--- src/verilog/eoc_consts.svh ---
// Constants for the encoder output configuration block.
`ifndef EOC_CONSTS_SVH
`define EOC_CONSTS_SVH

// ----------------------------------------------------------------------
// Register offsets
// ----------------------------------------------------------------------
`define EOC_OFS_QCFG      4'h7
`define EOC_OFS_LOCK      4'h8
`define EOC_OFS_DIAG      4'h9
`define EOC_OFS_UCFG      4'hA

// ----------------------------------------------------------------------
// Field positions and widths
// ----------------------------------------------------------------------
`define EOC_QCFG_DIR_BIT  9
`define EOC_QCFG_ZMD_BIT  8
`define EOC_QCFG_EN_BIT   7
`define EOC_QCFG_HYS_LSB  4
`define EOC_QCFG_RES_LSB  0
`define EOC_UCFG_EN_BIT   6
`define EOC_UCFG_HYS_LSB  3
`define EOC_UCFG_RES_LSB  0
`define EOC_DIAG_FLUX_BIT 1
`define EOC_DIAG_TRK_BIT  0
`define EOC_QCFG_MASK     12'h3FF
`define EOC_LOCK_MASK     12'h003
`define EOC_DIAG_MASK     12'h003
`define EOC_UCFG_MASK     12'h07F

// ----------------------------------------------------------------------
// Reset values and codes
// ----------------------------------------------------------------------
`define EOC_QCFG_RST      10'h0A0
`define EOC_LOCK_RST      2'h3
`define EOC_DIAG_RST      2'h0
`define EOC_UCFG_RST      7'h52
`define EOC_LOCK_OPEN     2'h3
`define EOC_HYS_BYPASS    3'h0
`define EOC_HYS_ZERO      3'h1
`define EOC_HALF_TURN     12'h800
`define EOC_UVW_SECTORS   6'h06

`endif

--- src/verilog/eoc_pkg.sv ---
// Types shared by the encoder output configuration block.
package eoc_pkg;

  typedef enum logic [2:0] {
    ST_BOOT = 3'h1,
    ST_RUN  = 3'h2,
    ST_USER = 3'h4
  } eoc_state_t;

  typedef struct packed {
    logic       dir;
    logic       zmode;
    logic       en;
    logic [2:0] hys;
    logic [3:0] res;
  } eoc_qcfg_t;

  typedef struct packed {
    logic       en;
    logic [2:0] hys;
    logic [2:0] res;
  } eoc_ucfg_t;

  typedef struct packed {
    logic [11:0] qcfg;
    logic [11:0] lock;
    logic [11:0] diag;
    logic [11:0] ucfg;
  } eoc_nvm_image_t;

  typedef struct packed {
    logic       wr;
    logic       rd;
    logic [3:0] addr;
    logic [11:0] wdata;
  } eoc_reg_req_t;

  typedef struct packed {
    logic a;
    logic b;
    logic z;
    logic oe;
  } eoc_quad_pins_t;

  typedef struct packed {
    logic u;
    logic v;
    logic w;
    logic oe;
  } eoc_comm_pins_t;

  typedef struct packed {
    logic [11:0] held;
    logic        dir_up;
  } eoc_hys_state_t;

endpackage

--- src/verilog/eoc_hys_filter.sv ---
// Angle hysteresis filter shared by the quadrature and commutation paths.
`timescale 1ns/1ps
`include "eoc_consts.svh"

module eoc_hys_filter (
  input  wire logic        clk_sys,
  input  wire logic        arst_n,
  input  wire logic [11:0] angle_in,
  input  wire logic [2:0]  hys_code,
  output logic      [11:0] angle_out
);

  eoc_pkg::eoc_hys_state_t st_reg;
  eoc_pkg::eoc_hys_state_t st_next;
  logic signed [11:0]      diff;
  logic [11:0]             mag;
  logic [11:0]             thr;

  // Reversal distance needed before the held angle follows backwards.
  always_comb begin
    case (hys_code)
      3'h1:    thr = 12'h002;
      3'h3:    thr = 12'h003;
      3'h4:    thr = 12'h004;
      default: thr = 12'h002;
    endcase
  end

  assign diff = $signed(angle_in - st_reg.held);
  assign mag  = diff[11] ? 12'(-diff) : 12'(diff);

  // Outside bypass, the held angle follows one LSB per clock so that the outputs never skip a
  // quadrature state. A move along the last direction is followed without delay;
  // a reversal must first cover the threshold, so a steady one-code dither
  // produces at most one step.
  always_comb begin
    st_next = st_reg;
    if (hys_code == `EOC_HYS_BYPASS) begin
      st_next.held = angle_in;
    end else if (diff != 12'sh000) begin
      if ((diff[11] == !st_reg.dir_up) || (mag >= thr)) begin
        st_next.held   = diff[11] ? 12'(st_reg.held - 12'h001) : 12'(st_reg.held + 12'h001);
        st_next.dir_up = !diff[11];
      end
    end
  end

  always_ff @(posedge clk_sys or negedge arst_n) begin
    if (!arst_n) begin
      st_reg <= '0;
    end else begin
      st_reg <= st_next;
    end
  end

  assign angle_out = (hys_code == `EOC_HYS_BYPASS) ? angle_in : st_reg.held;
endmodule

--- src/verilog/eoc_core.sv ---
// Output configuration registers and quadrature/commutation output logic.
`timescale 1ns/1ps
`include "eoc_consts.svh"

module eoc_core (
  input  wire logic                   clk_sys,
  input  wire logic                   arst_n,
  input  wire logic                   user_mode,
  input  wire eoc_pkg::eoc_reg_req_t  reg_req,
  output logic [11:0]                 reg_rdata,
  input  wire eoc_pkg::eoc_nvm_image_t nvm_image,
  input  wire logic                   nvm_write_req,
  output logic                        nvm_write_grant,
  input  wire logic [11:0]            angle_in,
  output eoc_pkg::eoc_quad_pins_t     quad_pins,
  output eoc_pkg::eoc_comm_pins_t     comm_pins,
  output logic                        flux_check_en,
  output logic                        track_check_en
);

  // ----------------------------------------------------------------------
  // State
  // ----------------------------------------------------------------------
  typedef struct packed {
    eoc_pkg::eoc_state_t fsm;
    eoc_pkg::eoc_qcfg_t  qcfg;
    logic [1:0]          lock;
    logic [1:0]          diag;
    eoc_pkg::eoc_ucfg_t  ucfg;
    logic [11:0]         rdata;
    eoc_pkg::eoc_quad_pins_t quad;
    eoc_pkg::eoc_comm_pins_t comm;
  } eoc_core_state_t;

  eoc_core_state_t st_reg;
  eoc_core_state_t st_next;

  logic [11:0] qfilt;
  logic [11:0] ufilt;
  logic [11:0] qang;
  logic [11:0] uang;
  logic [12:0] quad_edges;
  logic [24:0] quad_prod;
  logic [11:0] quad_pos;
  logic [5:0]  uvw_steps;
  logic [17:0] uvw_prod;
  logic [5:0]  uvw_raw;
  logic [5:0]  uvw_sector;
  logic        locked;
  logic        wr_ok;

  // ----------------------------------------------------------------------
  // Hysteresis filters
  // ----------------------------------------------------------------------
  eoc_hys_filter u_quad_hys (
    .clk_sys   (clk_sys),
    .arst_n    (arst_n),
    .angle_in  (angle_in),
    .hys_code  (st_reg.qcfg.hys),
    .angle_out (qfilt)
  );

  eoc_hys_filter u_comm_hys (
    .clk_sys   (clk_sys),
    .arst_n    (arst_n),
    .angle_in  (angle_in),
    .hys_code  (st_reg.ucfg.hys),
    .angle_out (ufilt)
  );

  // ----------------------------------------------------------------------
  // Position decoding
  // ----------------------------------------------------------------------
  // Quadrature edges per turn are four times the pulse count.
  function automatic logic [12:0] edges_for(input logic [3:0] code);
    case (code)
      4'h0:    edges_for = 13'h1000;
      4'h1:    edges_for = 13'h0800;
      4'h2:    edges_for = 13'h0400;
      4'h3:    edges_for = 13'h0200;
      4'h4:    edges_for = 13'h0FA0;
      4'h5:    edges_for = 13'h0E10;
      4'h6:    edges_for = 13'h0C80;
      4'h7:    edges_for = 13'h0AF0;
      4'h8:    edges_for = 13'h0960;
      4'h9:    edges_for = 13'h07D0;
      4'hA:    edges_for = 13'h0640;
      4'hB:    edges_for = 13'h05A0;
      4'hC:    edges_for = 13'h04B0;
      4'hD:    edges_for = 13'h0320;
      4'hE:    edges_for = 13'h0190;
      default: edges_for = 13'h00C8;
    endcase
  endfunction

  // Clockwise counting mirrors the angle so that it rises the other way.
  assign qang = st_reg.qcfg.dir ? 12'(12'h000 - qfilt) : qfilt;
  assign uang = st_reg.qcfg.dir ? 12'(12'h000 - ufilt) : ufilt;

  assign quad_edges = edges_for(st_reg.qcfg.res);
  assign quad_prod  = {13'h0000, qang} * {12'h000, quad_edges};
  assign quad_pos   = quad_prod[23:12];

  // Six commutation steps per electrical cycle, code plus one cycles per turn.
  assign uvw_steps  = 6'((st_reg.ucfg.res + 6'h01) * `EOC_UVW_SECTORS);
  assign uvw_prod   = {6'h00, uang} * {12'h000, uvw_steps};
  assign uvw_raw    = uvw_prod[17:12];
  assign uvw_sector = 6'(uvw_raw % `EOC_UVW_SECTORS);

  assign locked = (st_reg.lock != `EOC_LOCK_OPEN);
  assign wr_ok  = reg_req.wr && (st_reg.fsm == eoc_pkg::ST_USER);

  // ----------------------------------------------------------------------
  // Next state
  // ----------------------------------------------------------------------
  always_comb begin
    st_next = st_reg;
    // Reads of these registers only answer in user mode; normal mode reads zero.
    st_next.rdata = 12'h000;
    if (reg_req.rd && st_reg.fsm == eoc_pkg::ST_USER) begin
      case (reg_req.addr)
        `EOC_OFS_QCFG: st_next.rdata = {2'h0, st_reg.qcfg};
        `EOC_OFS_LOCK: st_next.rdata = {10'h000, st_reg.lock};
        `EOC_OFS_DIAG: st_next.rdata = {10'h000, st_reg.diag};
        `EOC_OFS_UCFG: st_next.rdata = {5'h00, st_reg.ucfg};
        default:       st_next.rdata = 12'h000;
      endcase
    end

    case (st_reg.fsm)
      eoc_pkg::ST_BOOT: begin
        st_next.fsm = eoc_pkg::ST_RUN;
      end
      eoc_pkg::ST_RUN: begin
        if (user_mode) begin
          st_next.fsm = eoc_pkg::ST_USER;
        end
      end
      eoc_pkg::ST_USER: begin
        if (!user_mode) begin
          st_next.fsm = eoc_pkg::ST_RUN;
        end
      end
      default: begin
        st_next.fsm = eoc_pkg::ST_BOOT;
      end
    endcase

    // The lock mirror has no write path; only the memory copy sets it.
    if (wr_ok && user_mode) begin
      case (reg_req.addr)
        `EOC_OFS_QCFG: st_next.qcfg = reg_req.wdata[9:0];
        `EOC_OFS_DIAG: st_next.diag = reg_req.wdata[1:0];
        `EOC_OFS_UCFG: st_next.ucfg = reg_req.wdata[6:0];
        default: begin
        end
      endcase
    end

    // Power-up and every return to normal mode restore the stored settings,
    // discarding whatever was written while in user mode.
    if (st_reg.fsm == eoc_pkg::ST_BOOT ||
        (st_reg.fsm == eoc_pkg::ST_USER && !user_mode)) begin
      st_next.qcfg = nvm_image.qcfg[9:0];
      st_next.lock = nvm_image.lock[1:0];
      st_next.diag = nvm_image.diag[1:0];
      st_next.ucfg = nvm_image.ucfg[6:0];
    end

    // Quadrature phases follow a gray sequence of the edge position.
    st_next.quad.a = quad_pos[0] ^ quad_pos[1];
    st_next.quad.b = quad_pos[1];
    if (st_reg.qcfg.zmode) begin
      st_next.quad.z = (qang < `EOC_HALF_TURN);
    end else begin
      st_next.quad.z = (quad_pos[11:2] == 10'h000);
    end
    st_next.quad.oe = st_reg.qcfg.en;

    case (uvw_sector)
      6'h00:   {st_next.comm.u, st_next.comm.v, st_next.comm.w} = 3'h4;
      6'h01:   {st_next.comm.u, st_next.comm.v, st_next.comm.w} = 3'h6;
      6'h02:   {st_next.comm.u, st_next.comm.v, st_next.comm.w} = 3'h2;
      6'h03:   {st_next.comm.u, st_next.comm.v, st_next.comm.w} = 3'h3;
      6'h04:   {st_next.comm.u, st_next.comm.v, st_next.comm.w} = 3'h1;
      default: {st_next.comm.u, st_next.comm.v, st_next.comm.w} = 3'h5;
    endcase
    st_next.comm.oe = st_reg.ucfg.en;
  end

  // ----------------------------------------------------------------------
  // Registers
  // ----------------------------------------------------------------------
  always_ff @(posedge clk_sys or negedge arst_n) begin
    if (!arst_n) begin
      st_reg       <= '0;
      st_reg.fsm   <= eoc_pkg::ST_BOOT;
      st_reg.qcfg  <= `EOC_QCFG_RST;
      st_reg.lock  <= `EOC_LOCK_RST;
      st_reg.diag  <= `EOC_DIAG_RST;
      st_reg.ucfg  <= `EOC_UCFG_RST;
    end else begin
      st_reg <= st_next;
    end
  end

  // ----------------------------------------------------------------------
  // Outputs
  // ----------------------------------------------------------------------
  assign reg_rdata       = st_reg.rdata;
  assign quad_pins       = st_reg.quad;
  assign comm_pins       = st_reg.comm;
  assign nvm_write_grant = nvm_write_req && !locked;
  assign flux_check_en   = !st_reg.diag[`EOC_DIAG_FLUX_BIT];
  assign track_check_en  = !st_reg.diag[`EOC_DIAG_TRK_BIT];
endmodule

--- config.mk ---
export PLATFORM = sky130hd
export DESIGN_NAME = eoc_core
export DESIGN_NICKNAME = d
export VERILOG_FILES = /design/src/verilog/eoc_pkg.sv /design/src/verilog/eoc_hys_filter.sv /design/src/verilog/eoc_core.sv
export VERILOG_INCLUDE_DIRS = /design/src /design/src/verilog
export SDC_FILE = /design/constraint.sdc
export NUM_CORES = 1
export LEC_CHECK = 0
export BUFFER_PORTS_ARGS = -buffer_cell sky130_fd_sc_hd__buf_2
export CAP_MARGIN = 5
export CELL_PAD_IN_SITES_DETAIL_PLACEMENT = 2
export CELL_PAD_IN_SITES_GLOBAL_PLACEMENT = 2
export CORE_MARGIN = 1.5
export CORE_UTILIZATION = 38
export CTS_CLUSTER_DIAMETER = 80
export DETAILED_ROUTE_END_ITERATION = 10
export PLACE_DENSITY = 0.86
export SLEW_MARGIN = 20
export SYNTH_ARGS = -nofsm -noshare
export SYNTH_HDL_FRONTEND = slang
export SYNTH_SLANG_ARGS = --single-unit
export TNS_END_PERCENT = 5
--- constraint.sdc ---
create_clock -name clk_sys -period 10.5 [get_ports clk_sys]
set_input_delay 2.1 -clock clk_sys [delete_from_list [all_inputs] [get_ports clk_sys]]
set_output_delay 2.1 -clock clk_sys [all_outputs]
set_load 0.01 [all_outputs]
# Word level (Yosys, flattened, before mapping)

Memories as Yosys holds them, arrays and structs flattened.
Index checks and enable logic that the tools add are counted.

Add/sub/neg operators: 11
Multipliers: 3
Divide/modulo/power cells: 1
Magnitude comparators: 3
Equality and inequality tests: 20
Shift operators: 0
Muxes and demuxes: 29
Bitwise gates (word level): 3
Reductions and logical operators: 38

Operators by type and width:

| kind                                                | number |
|---|---|
| 2-to-1 mux 12 bit                                   | 11 |
| 2-to-1 mux 13 bit                                   | 4 |
| one-hot mux 10 bit (4 select lines)                 | 1 |
| adder 12 x 1 -> 12 bit, second input constant       | 2 |
| >= comparator 12 x 3 -> 1 bit                       | 2 |
| multiplier 12 x 13 -> 24 bit                        | 1 |
| negator 12 bit                                      | 2 |
| nonzero test 12 bit                                 | 2 |
| subtractor 1 x 12 -> 12 bit, first input constant   | 2 |
| subtractor 12 x 1 -> 12 bit, second input constant  | 2 |
| subtractor 12 bit                                   | 2 |
| 2-to-1 mux 21 bit                                   | 1 |
| 2-to-1 mux 10 bit                                   | 2 |
| multiplier 12 x 5 -> 17 bit                         | 1 |
| nonzero test 2 bit                                  | 8 |
| one-hot mux 3 bit (5 select lines)                  | 1 |
| equality test 4 bit, second input constant          | 3 |
| equality test 6 x 2 -> 1 bit, second input constant | 2 |
| < comparator 12 bit, second input constant          | 1 |
| one-hot mux 3 bit (2 select lines)                  | 2 |
| AND reduction 2 bit                                 | 6 |
| zero test 10 bit                                    | 1 |
| equality test 3 x 2 -> 1 bit, second input constant | 3 |
| equality test 3 bit, second input constant          | 3 |
| 23 further kinds                                    | 43 |

Register bits: 70
Bits in latches: 0
RAM bits: 0
ROM bits: 160
Bits of input ports: 82
Output and inout bits: 23
Logic and storage cells: 133
Memories kept: 1

Memories:

| name            | depth | bits a word | read ports | clocked after memory_dff | wr ports | line           | RTL |
|---|---|---|---|---|---|---|---|
| (no name shown) | 16    | 10          | 1          | 0                        | 0        | eoc_core.sv:76 | `case (code)` |

# Longest topological paths before layout

Gate-level depths: netlist of run 1.

Depth after elaboration: 8
Depth in mapped cells: 33
Gate-level depth less buffers: 30

# Hierarchy

A second synthesis of run 1 with hierarchy kept.

Cell total of the unflattened synthesis: 1595
Area total of the unflattened synthesis: 13181.4 um2

By module, submodules not included:

| module                      | times used | cells an instance | area each (um2) |
|---|---|---|---|
| eoc_core                    | 1          | 998               | 8464.4 |
| eoc_hys_filter (u_comm_hys) | 1          | 330               | 2551.2 |
| eoc_hys_filter (u_quad_hys) | 1          | 267               | 2165.8 |

# Worst setup path after synthesis of run 1

Ideal clock, no wire load.

Kind: input-to-reg
From: in angle_in[0]
To: reg st_reg, in the netlist comm_pins[1]
Library setup time: 145 ps
Data arrival time: 7964 ps
Required time: 10355 ps
Path slack: 2390 ps
Cell stages on the path: 23
Path buffers: 1
Path through: a21o_1 or4_1 nand2_1 xor2_1 nor2_1 fa_1 fa_1 inv_1 fa_1 inv_1 ha_1 and3_1 a311o_1 nor3_1 a31oi_2 buf_2 mux2i_1 a311o_1 o211ai_1 o221ai_1 ha_1 a2111oi_0 a221oi_1

RTL lines:

| item                   | line            | RTL |
|---|---|---|
| start: declaration     | eoc_core.sv:14  | `input wire logic [11:0] angle_in,` |
| end signal: assignment | eoc_core.sv:203 | `st_reg <= st_next;` |
| end: declaration       | eoc_core.sv:35  | `eoc_core_state_t st_reg;` |

==> flow_summary.json, run 1 <==
{
  "core-area_um2": 34600,
  "grt_pass1_vias": 14151,
  "grt_remaining_overflow": 0,
  "drv_cap": 0,
  "start_util_pct": 38.6,
  "dp_hpwl_um": 37700,
  "cts_sinks": 68,
  "arrival_ps": 9560,
  "synth.most_common_cell": "nor2_1",
  "root_buffer": "clkbuf_16",
  "dr.pass1.iters": 5,
  "status": "finished clean",
  "drive_gt1_share_pct": 10.0,
  "dr.first_iter.drc_count": 669,
  "layout.nets": 2051,
  "fp.dieW_um": 191,
  "die_area_um2": 36300,
  "routabilityCongestion": 0.814,
  "cp-end-kind": "flip-flop",
  "critPathRequiredTime_ps": 10770,
  "synth_area_leaders": "fa_1 17%, ha_1 13%, dfrtp_1 11%",
  "htree_levels": 3,
  "routedWlPerCell_um": 22.0,
  "use_met1_pct": 33.7,
  "min_path_type": "reg -> reg",
  "largest_reg_flops": 22,
  "synth_top_area_cell": "fa_1",
  "synth.top_cell.area_share_pct": 16.8,
  "fin_crit_ps": 9300,
  "grt_antenna_before_repair": 0,
  "synth_cell_type_count": 93,
  "critical_path_class": "in -> reg",
  "cts.path.max_buffers": 2,
  "drc_errors": 0,
  "fin_setup_tns_ps": 0,
  "yosys_most_used_dff": "dfrtp_1",
  "clk_pin_slew_worst_paths_ps": 60,
  "grt_use_met2_pct": 48.2,
  "io_pins": 105,
  "synth-edff-count": 0,
  "groute.usage.overall_pct": 26.9,
  "cts_hold_buf": 0,
  "fmaxAchievable_mhz": 108,
  "via_count": 12705,
  "grt_pass1_wl_um": 76600,
  "final_hold_viol_count": 0,
  "cts_buffers": 9,
  "grt_max_degree": 69,
  "syn_area_um2": 13400,
  "busiest_layer": "met2",
  "insertion_delay_ps": 370,
  "synthCells": 1697,
  "wirelength_um": 47900,
  "drv_slew": 0,
  "start_kind": "input pin",
  "cts_tree": "yes",
  "ys_async_sr_fraction_pct": 100,
  "diodes": 0,
  "finClkSkew_ps": 14.2,
  "ys_seq_area_share_pct": 12.8,
  "post_cts_buffers": 0,
  "rsz0062_at_grt": "false",
  "rows": 68,
  "n_fill_cell": 4017,
  "finalCritPeriodShare_pct": 88.5,
  "antenna_left": 0,
  "setup_viol_count_final": 0,
  "groute.layer.met3.usage_pct": 2.19,
  "syn2layout_area_growth_pct": 7.61,
  "crit_fanout": 11,
  "viasPerCell": 5.83,
  "dieHeight_um": 191,
  "maxSlewHeadroom_pct": 23.8,
  "io_buffers": 73,
  "ys_ff_latch": 68,
  "avgSynthCellArea_um2": 7.88,
  "worstMarginPinSlew_ps": 1140,
  "cts_resized": 0,
  "synth_warnings": 0,
  "synth_top_cells_by_count": "211 x nor2_1, 209 x inv_1, 146 x nand2_1, 139 x ha_1, 112 x fa_1"
}
-- critical path: stages --
cell and delay [ps]:
buf_2 180, nor2_1 320, a21oi_1 120, or4_1 460, o21bai_1 220, o21ai_0 280
xor2_1 180, or2_2 320, fa_1 510, inv_1 70, fa_1 510, fa_1 490
ha_1 400, o21ai_0 140, a21oi_1 270, o22ai_1 190, a31oi_2 500, buf_4 300
nor3_1 70, or4_1 530, a32oi_1 210, o221ai_1 260, ha_1 470, nor2_1 70
a21oi_1 140, nor3_1 60, a211oi_1 180
-- path summary, 6_finish.rpt --
| kind | startpoint | to | slack [ps] | cells past startpoint |
|---|---|---|---|---|
| min reg2reg | st_next[4] | quad_pins[0] | 410 | 0 |
| max in group asynchronous | arst_n | st_reg[28] | 7910 | 1 |
| min | st_next[4] | quad_pins[0] | 410 | 0 |
| min in group asynchronous | arst_n | st_reg[40] | 1880 | 1 |
| max | angle_in[4] | comm_pins[3] | 1200 | 27 |
| max reg2reg | st_reg[20] | comm_pins[3] | 1500 | 28 |
-- area by class of cell --
| type | instances | area (um2) | area share, % |
|---|---|---|---|
| clock inverter | 7 | 91.3 | 0.635 |
| inverter | 212 | 796 | 5.53 |
| clock buffer | 9 | 225 | 1.57 |
| timing repair buffer | 88 | 480 | 3.34 |
| multi-input combinational | 1339 | 10500 | 73.1 |
| tap | 455 | 569 | 3.96 |
| sequential | 68 | 1710 | 11.9 |
-- layer usage --
metal  share of wire [%]  vias to the layer above  wire, um
met1                  44                     6548     20900
met2                  50                      224     24200
met4                 3.2                        0      1550
li1                    -                     5854         -
met3                 2.6                       79      1270
met5                   0                        -         0
-- cells in the final DEF (no fill, tap or decap), types with 27 or more instances in the layout --
cell	n
nor3_1	38
fa_1	112
o21ai_0	59
nor2b_1	27
inv_1	209
xnor2_1	51
ha_1	139
dfrtp_1	60
a21oi_1	90
nor2_1	209
buf_2	72
nand3_1	36
nand2_1	146
or2_2	28
-- kinds of logic after synthesis --
group | count (synthesis) | share of synthesized area [%]
compound gates | 370 | 19.4
buf+inv | 291 | 8.77
flops | 68 | 12.8
xor+xnor | 72 | 4.82
mux | 30 | 2.31
fa+ha+maj | 252 | 29.9
other cells | 1 | 0.0280
simple gates | 613 | 22.0
-- per-stage QoR --
step | worst slack [ps] | instance area (um2) | utilization [%] | instances | hold WS, ps
2_1_floorplan | 2390 | 13400 | - | 1698 | 394
3_3_place_gp | 1250 | 14100 | 40.6 | 2162 | 400
3_5_place_dp | 923 | 14100 | 40.6 | 2162 | 406
4_1_cts | 1200 | 14400 | 41.5 | 2178 | 416
5_1_grt | 696 | 14400 | 41.5 | 2178 | 424
6_report | 1200 | 14400 | 41.5 | 2178 | 414
Power of run 1 is not shown: default switching activity piles up to over one toggle a cycle in this logic, so the estimate is an artifact.
==> run 2: changes to the inputs <==
--- a/config.mk
+++ b/config.mk
@@ -10,6 +10,7 @@
 export CAP_MARGIN = 5
 export CELL_PAD_IN_SITES_DETAIL_PLACEMENT = 2
 export CELL_PAD_IN_SITES_GLOBAL_PLACEMENT = 2
+export CORE_ASPECT_RATIO = 0.7
 export CORE_MARGIN = 1.5
 export CORE_UTILIZATION = 38
 export CTS_CLUSTER_DIAMETER = 80
==> flow_summary.json, run 2 (synthesized netlist as in run 1, its figures left out) <==
{
  "status": "finished clean",
  "core-area_um2": 34700,
  "viasPerCell": 5.76,
  "start_util_pct": 38.6,
  "cts_buffers": 9,
  "final_cell_mix": "209 x nor2_1, 209 x inv_1, 146 x nand2_1",
  "largest_reg_flops": 22,
  "drive_gt1_share_pct": 9.98,
  "n_fill_cell": 3984,
  "dieHeight_um": 160,
  "cts_hold_buf": 0,
  "root_buffer": "clkbuf_16",
  "stdcell_count": 2196,
  "dr.pass1.iters": 5,
  "diodes": 0,
  "setup_viol_count_final": 0,
  "via_count": 12656,
  "maxSlewHeadroom_pct": 28.6,
  "routedWlPerCell_um": 21.7,
  "critPathRequiredTime_ps": 10750,
  "rsz0062_at_grt": "false",
  "grt_max_degree": 69,
  "finalCritPeriodShare_pct": 90.1,
  "clk_pin_slew_worst_paths_ps": 60,
  "cp-end-kind": "flip-flop",
  "min_path_type": "reg -> reg",
  "cts_tree": "yes",
  "start_kind": "input pin",
  "groute.usage.overall_pct": 26.5,
  "worstMarginPinSlew_ps": 1060,
  "drv_slew": 0,
  "critical_path_class": "in -> reg",
  "cts_sinks": 68,
  "max_stage_delay_ps": 580,
  "io_pins": 105,
  "dpl_worst_slack_ps": 779,
  "fmaxAchievable_mhz": 106,
  "antenna_left": 0,
  "wirelength_um": 47800,
  "hold_ws_ps": 420,
  "routabilityCongestion": 0.846,
  "dp_hpwl_um": 38600,
  "post_cts_buffers": 0,
  "grt_pass1_wl_um": 75700,
  "grt_antenna_before_repair": 0,
  "cts_resized": 0,
  "layout.nets": 2052,
  "rows": 57,
  "drv_cap": 0,
  "hold_path_depth": 0,
  "insertion_delay_ps": 370,
  "worst_hold_startpoint": "st_next[4]",
  "htree_levels": 3,
  "arrival_ps": 9710,
  "dp.cells": 2180,
  "drc_errors": 0,
  "dr.first_iter.drc_count": 653,
  "fp.dieW_um": 227,
  "die_area_um2": 36300,
  "cp-startpoint": "angle_in[0]",
  "worst-r2r-cell-count": 27,
  "finalWorstSetupSlack_ps": 1040,
  "fin_crit_ps": 9460,
  "grt_pass1_vias": 13806,
  "grt_remaining_overflow": 0,
  "r2r-start": "st_reg[20]",
  "crit_fanout": 15,
  "fin_setup_tns_ps": 0,
  "cp_slowest_cell": "fa_1",
  "io_buffers": 73,
  "finClkSkew_ps": 12.9,
  "syn2layout_area_growth_pct": 7.86,
  "cts.path.max_buffers": 2,
  "final_hold_viol_count": 0
}
## run 2: routing by layer
layer  up-vias  global-route usage (%)  part of all wire [%]
met5         -                       0                     0
met4         0                    5.75                   1.6
met3        38                    2.65                   3.5
met2       233                    44.8                    48
met1      6519                    36.5                    47
li1       5866                       -                     -
## run 2: per-stage QoR
stage | area (um2) | utilization [%]
finish | 14400 | 41.6
CTS | 14400 | 41.6
global route | 14400 | 41.6
floorplan | 13400 | -
global placement | 14100 | 40.7
detailed placement | 14100 | 40.7
## run 2: worst paths after layout
path                                        end  slack, ps
setup / recovery                   comm_pins[3]       1040
hold / removal                     quad_pins[0]        420
setup reg to reg                   comm_pins[3]       1410
hold reg to reg                    quad_pins[0]        420
max in group asynchronous  u_comm_hys.st_reg[1]       7910
min in group asynchronous            st_reg[42]       1930
## run 2: cell type report
cell class | instances | area, um2 | area share [%]
inverter | 212 | 796 | 5.52
sequential | 68 | 1710 | 11.9
clock buffer | 12 | 256 | 1.78
tap | 472 | 591 | 4.10
timing repair buffer | 89 | 488 | 3.38
multi-input combinational | 1339 | 10500 | 72.9
clock inverter | 4 | 72.6 | 0.503
## run 2: worst max-delay path, delay by kind of cell
kind | cells | cell delay, ps
xor gates and xnor gates | 1 | 440
buffers and inverters | 5 | 790
and+or+nand+nor | 8 | 1610
adders and majority gates | 6 | 2720
AOI/OAI and AO/OA | 10 | 2030
Power of run 2 is left out for the same reason.
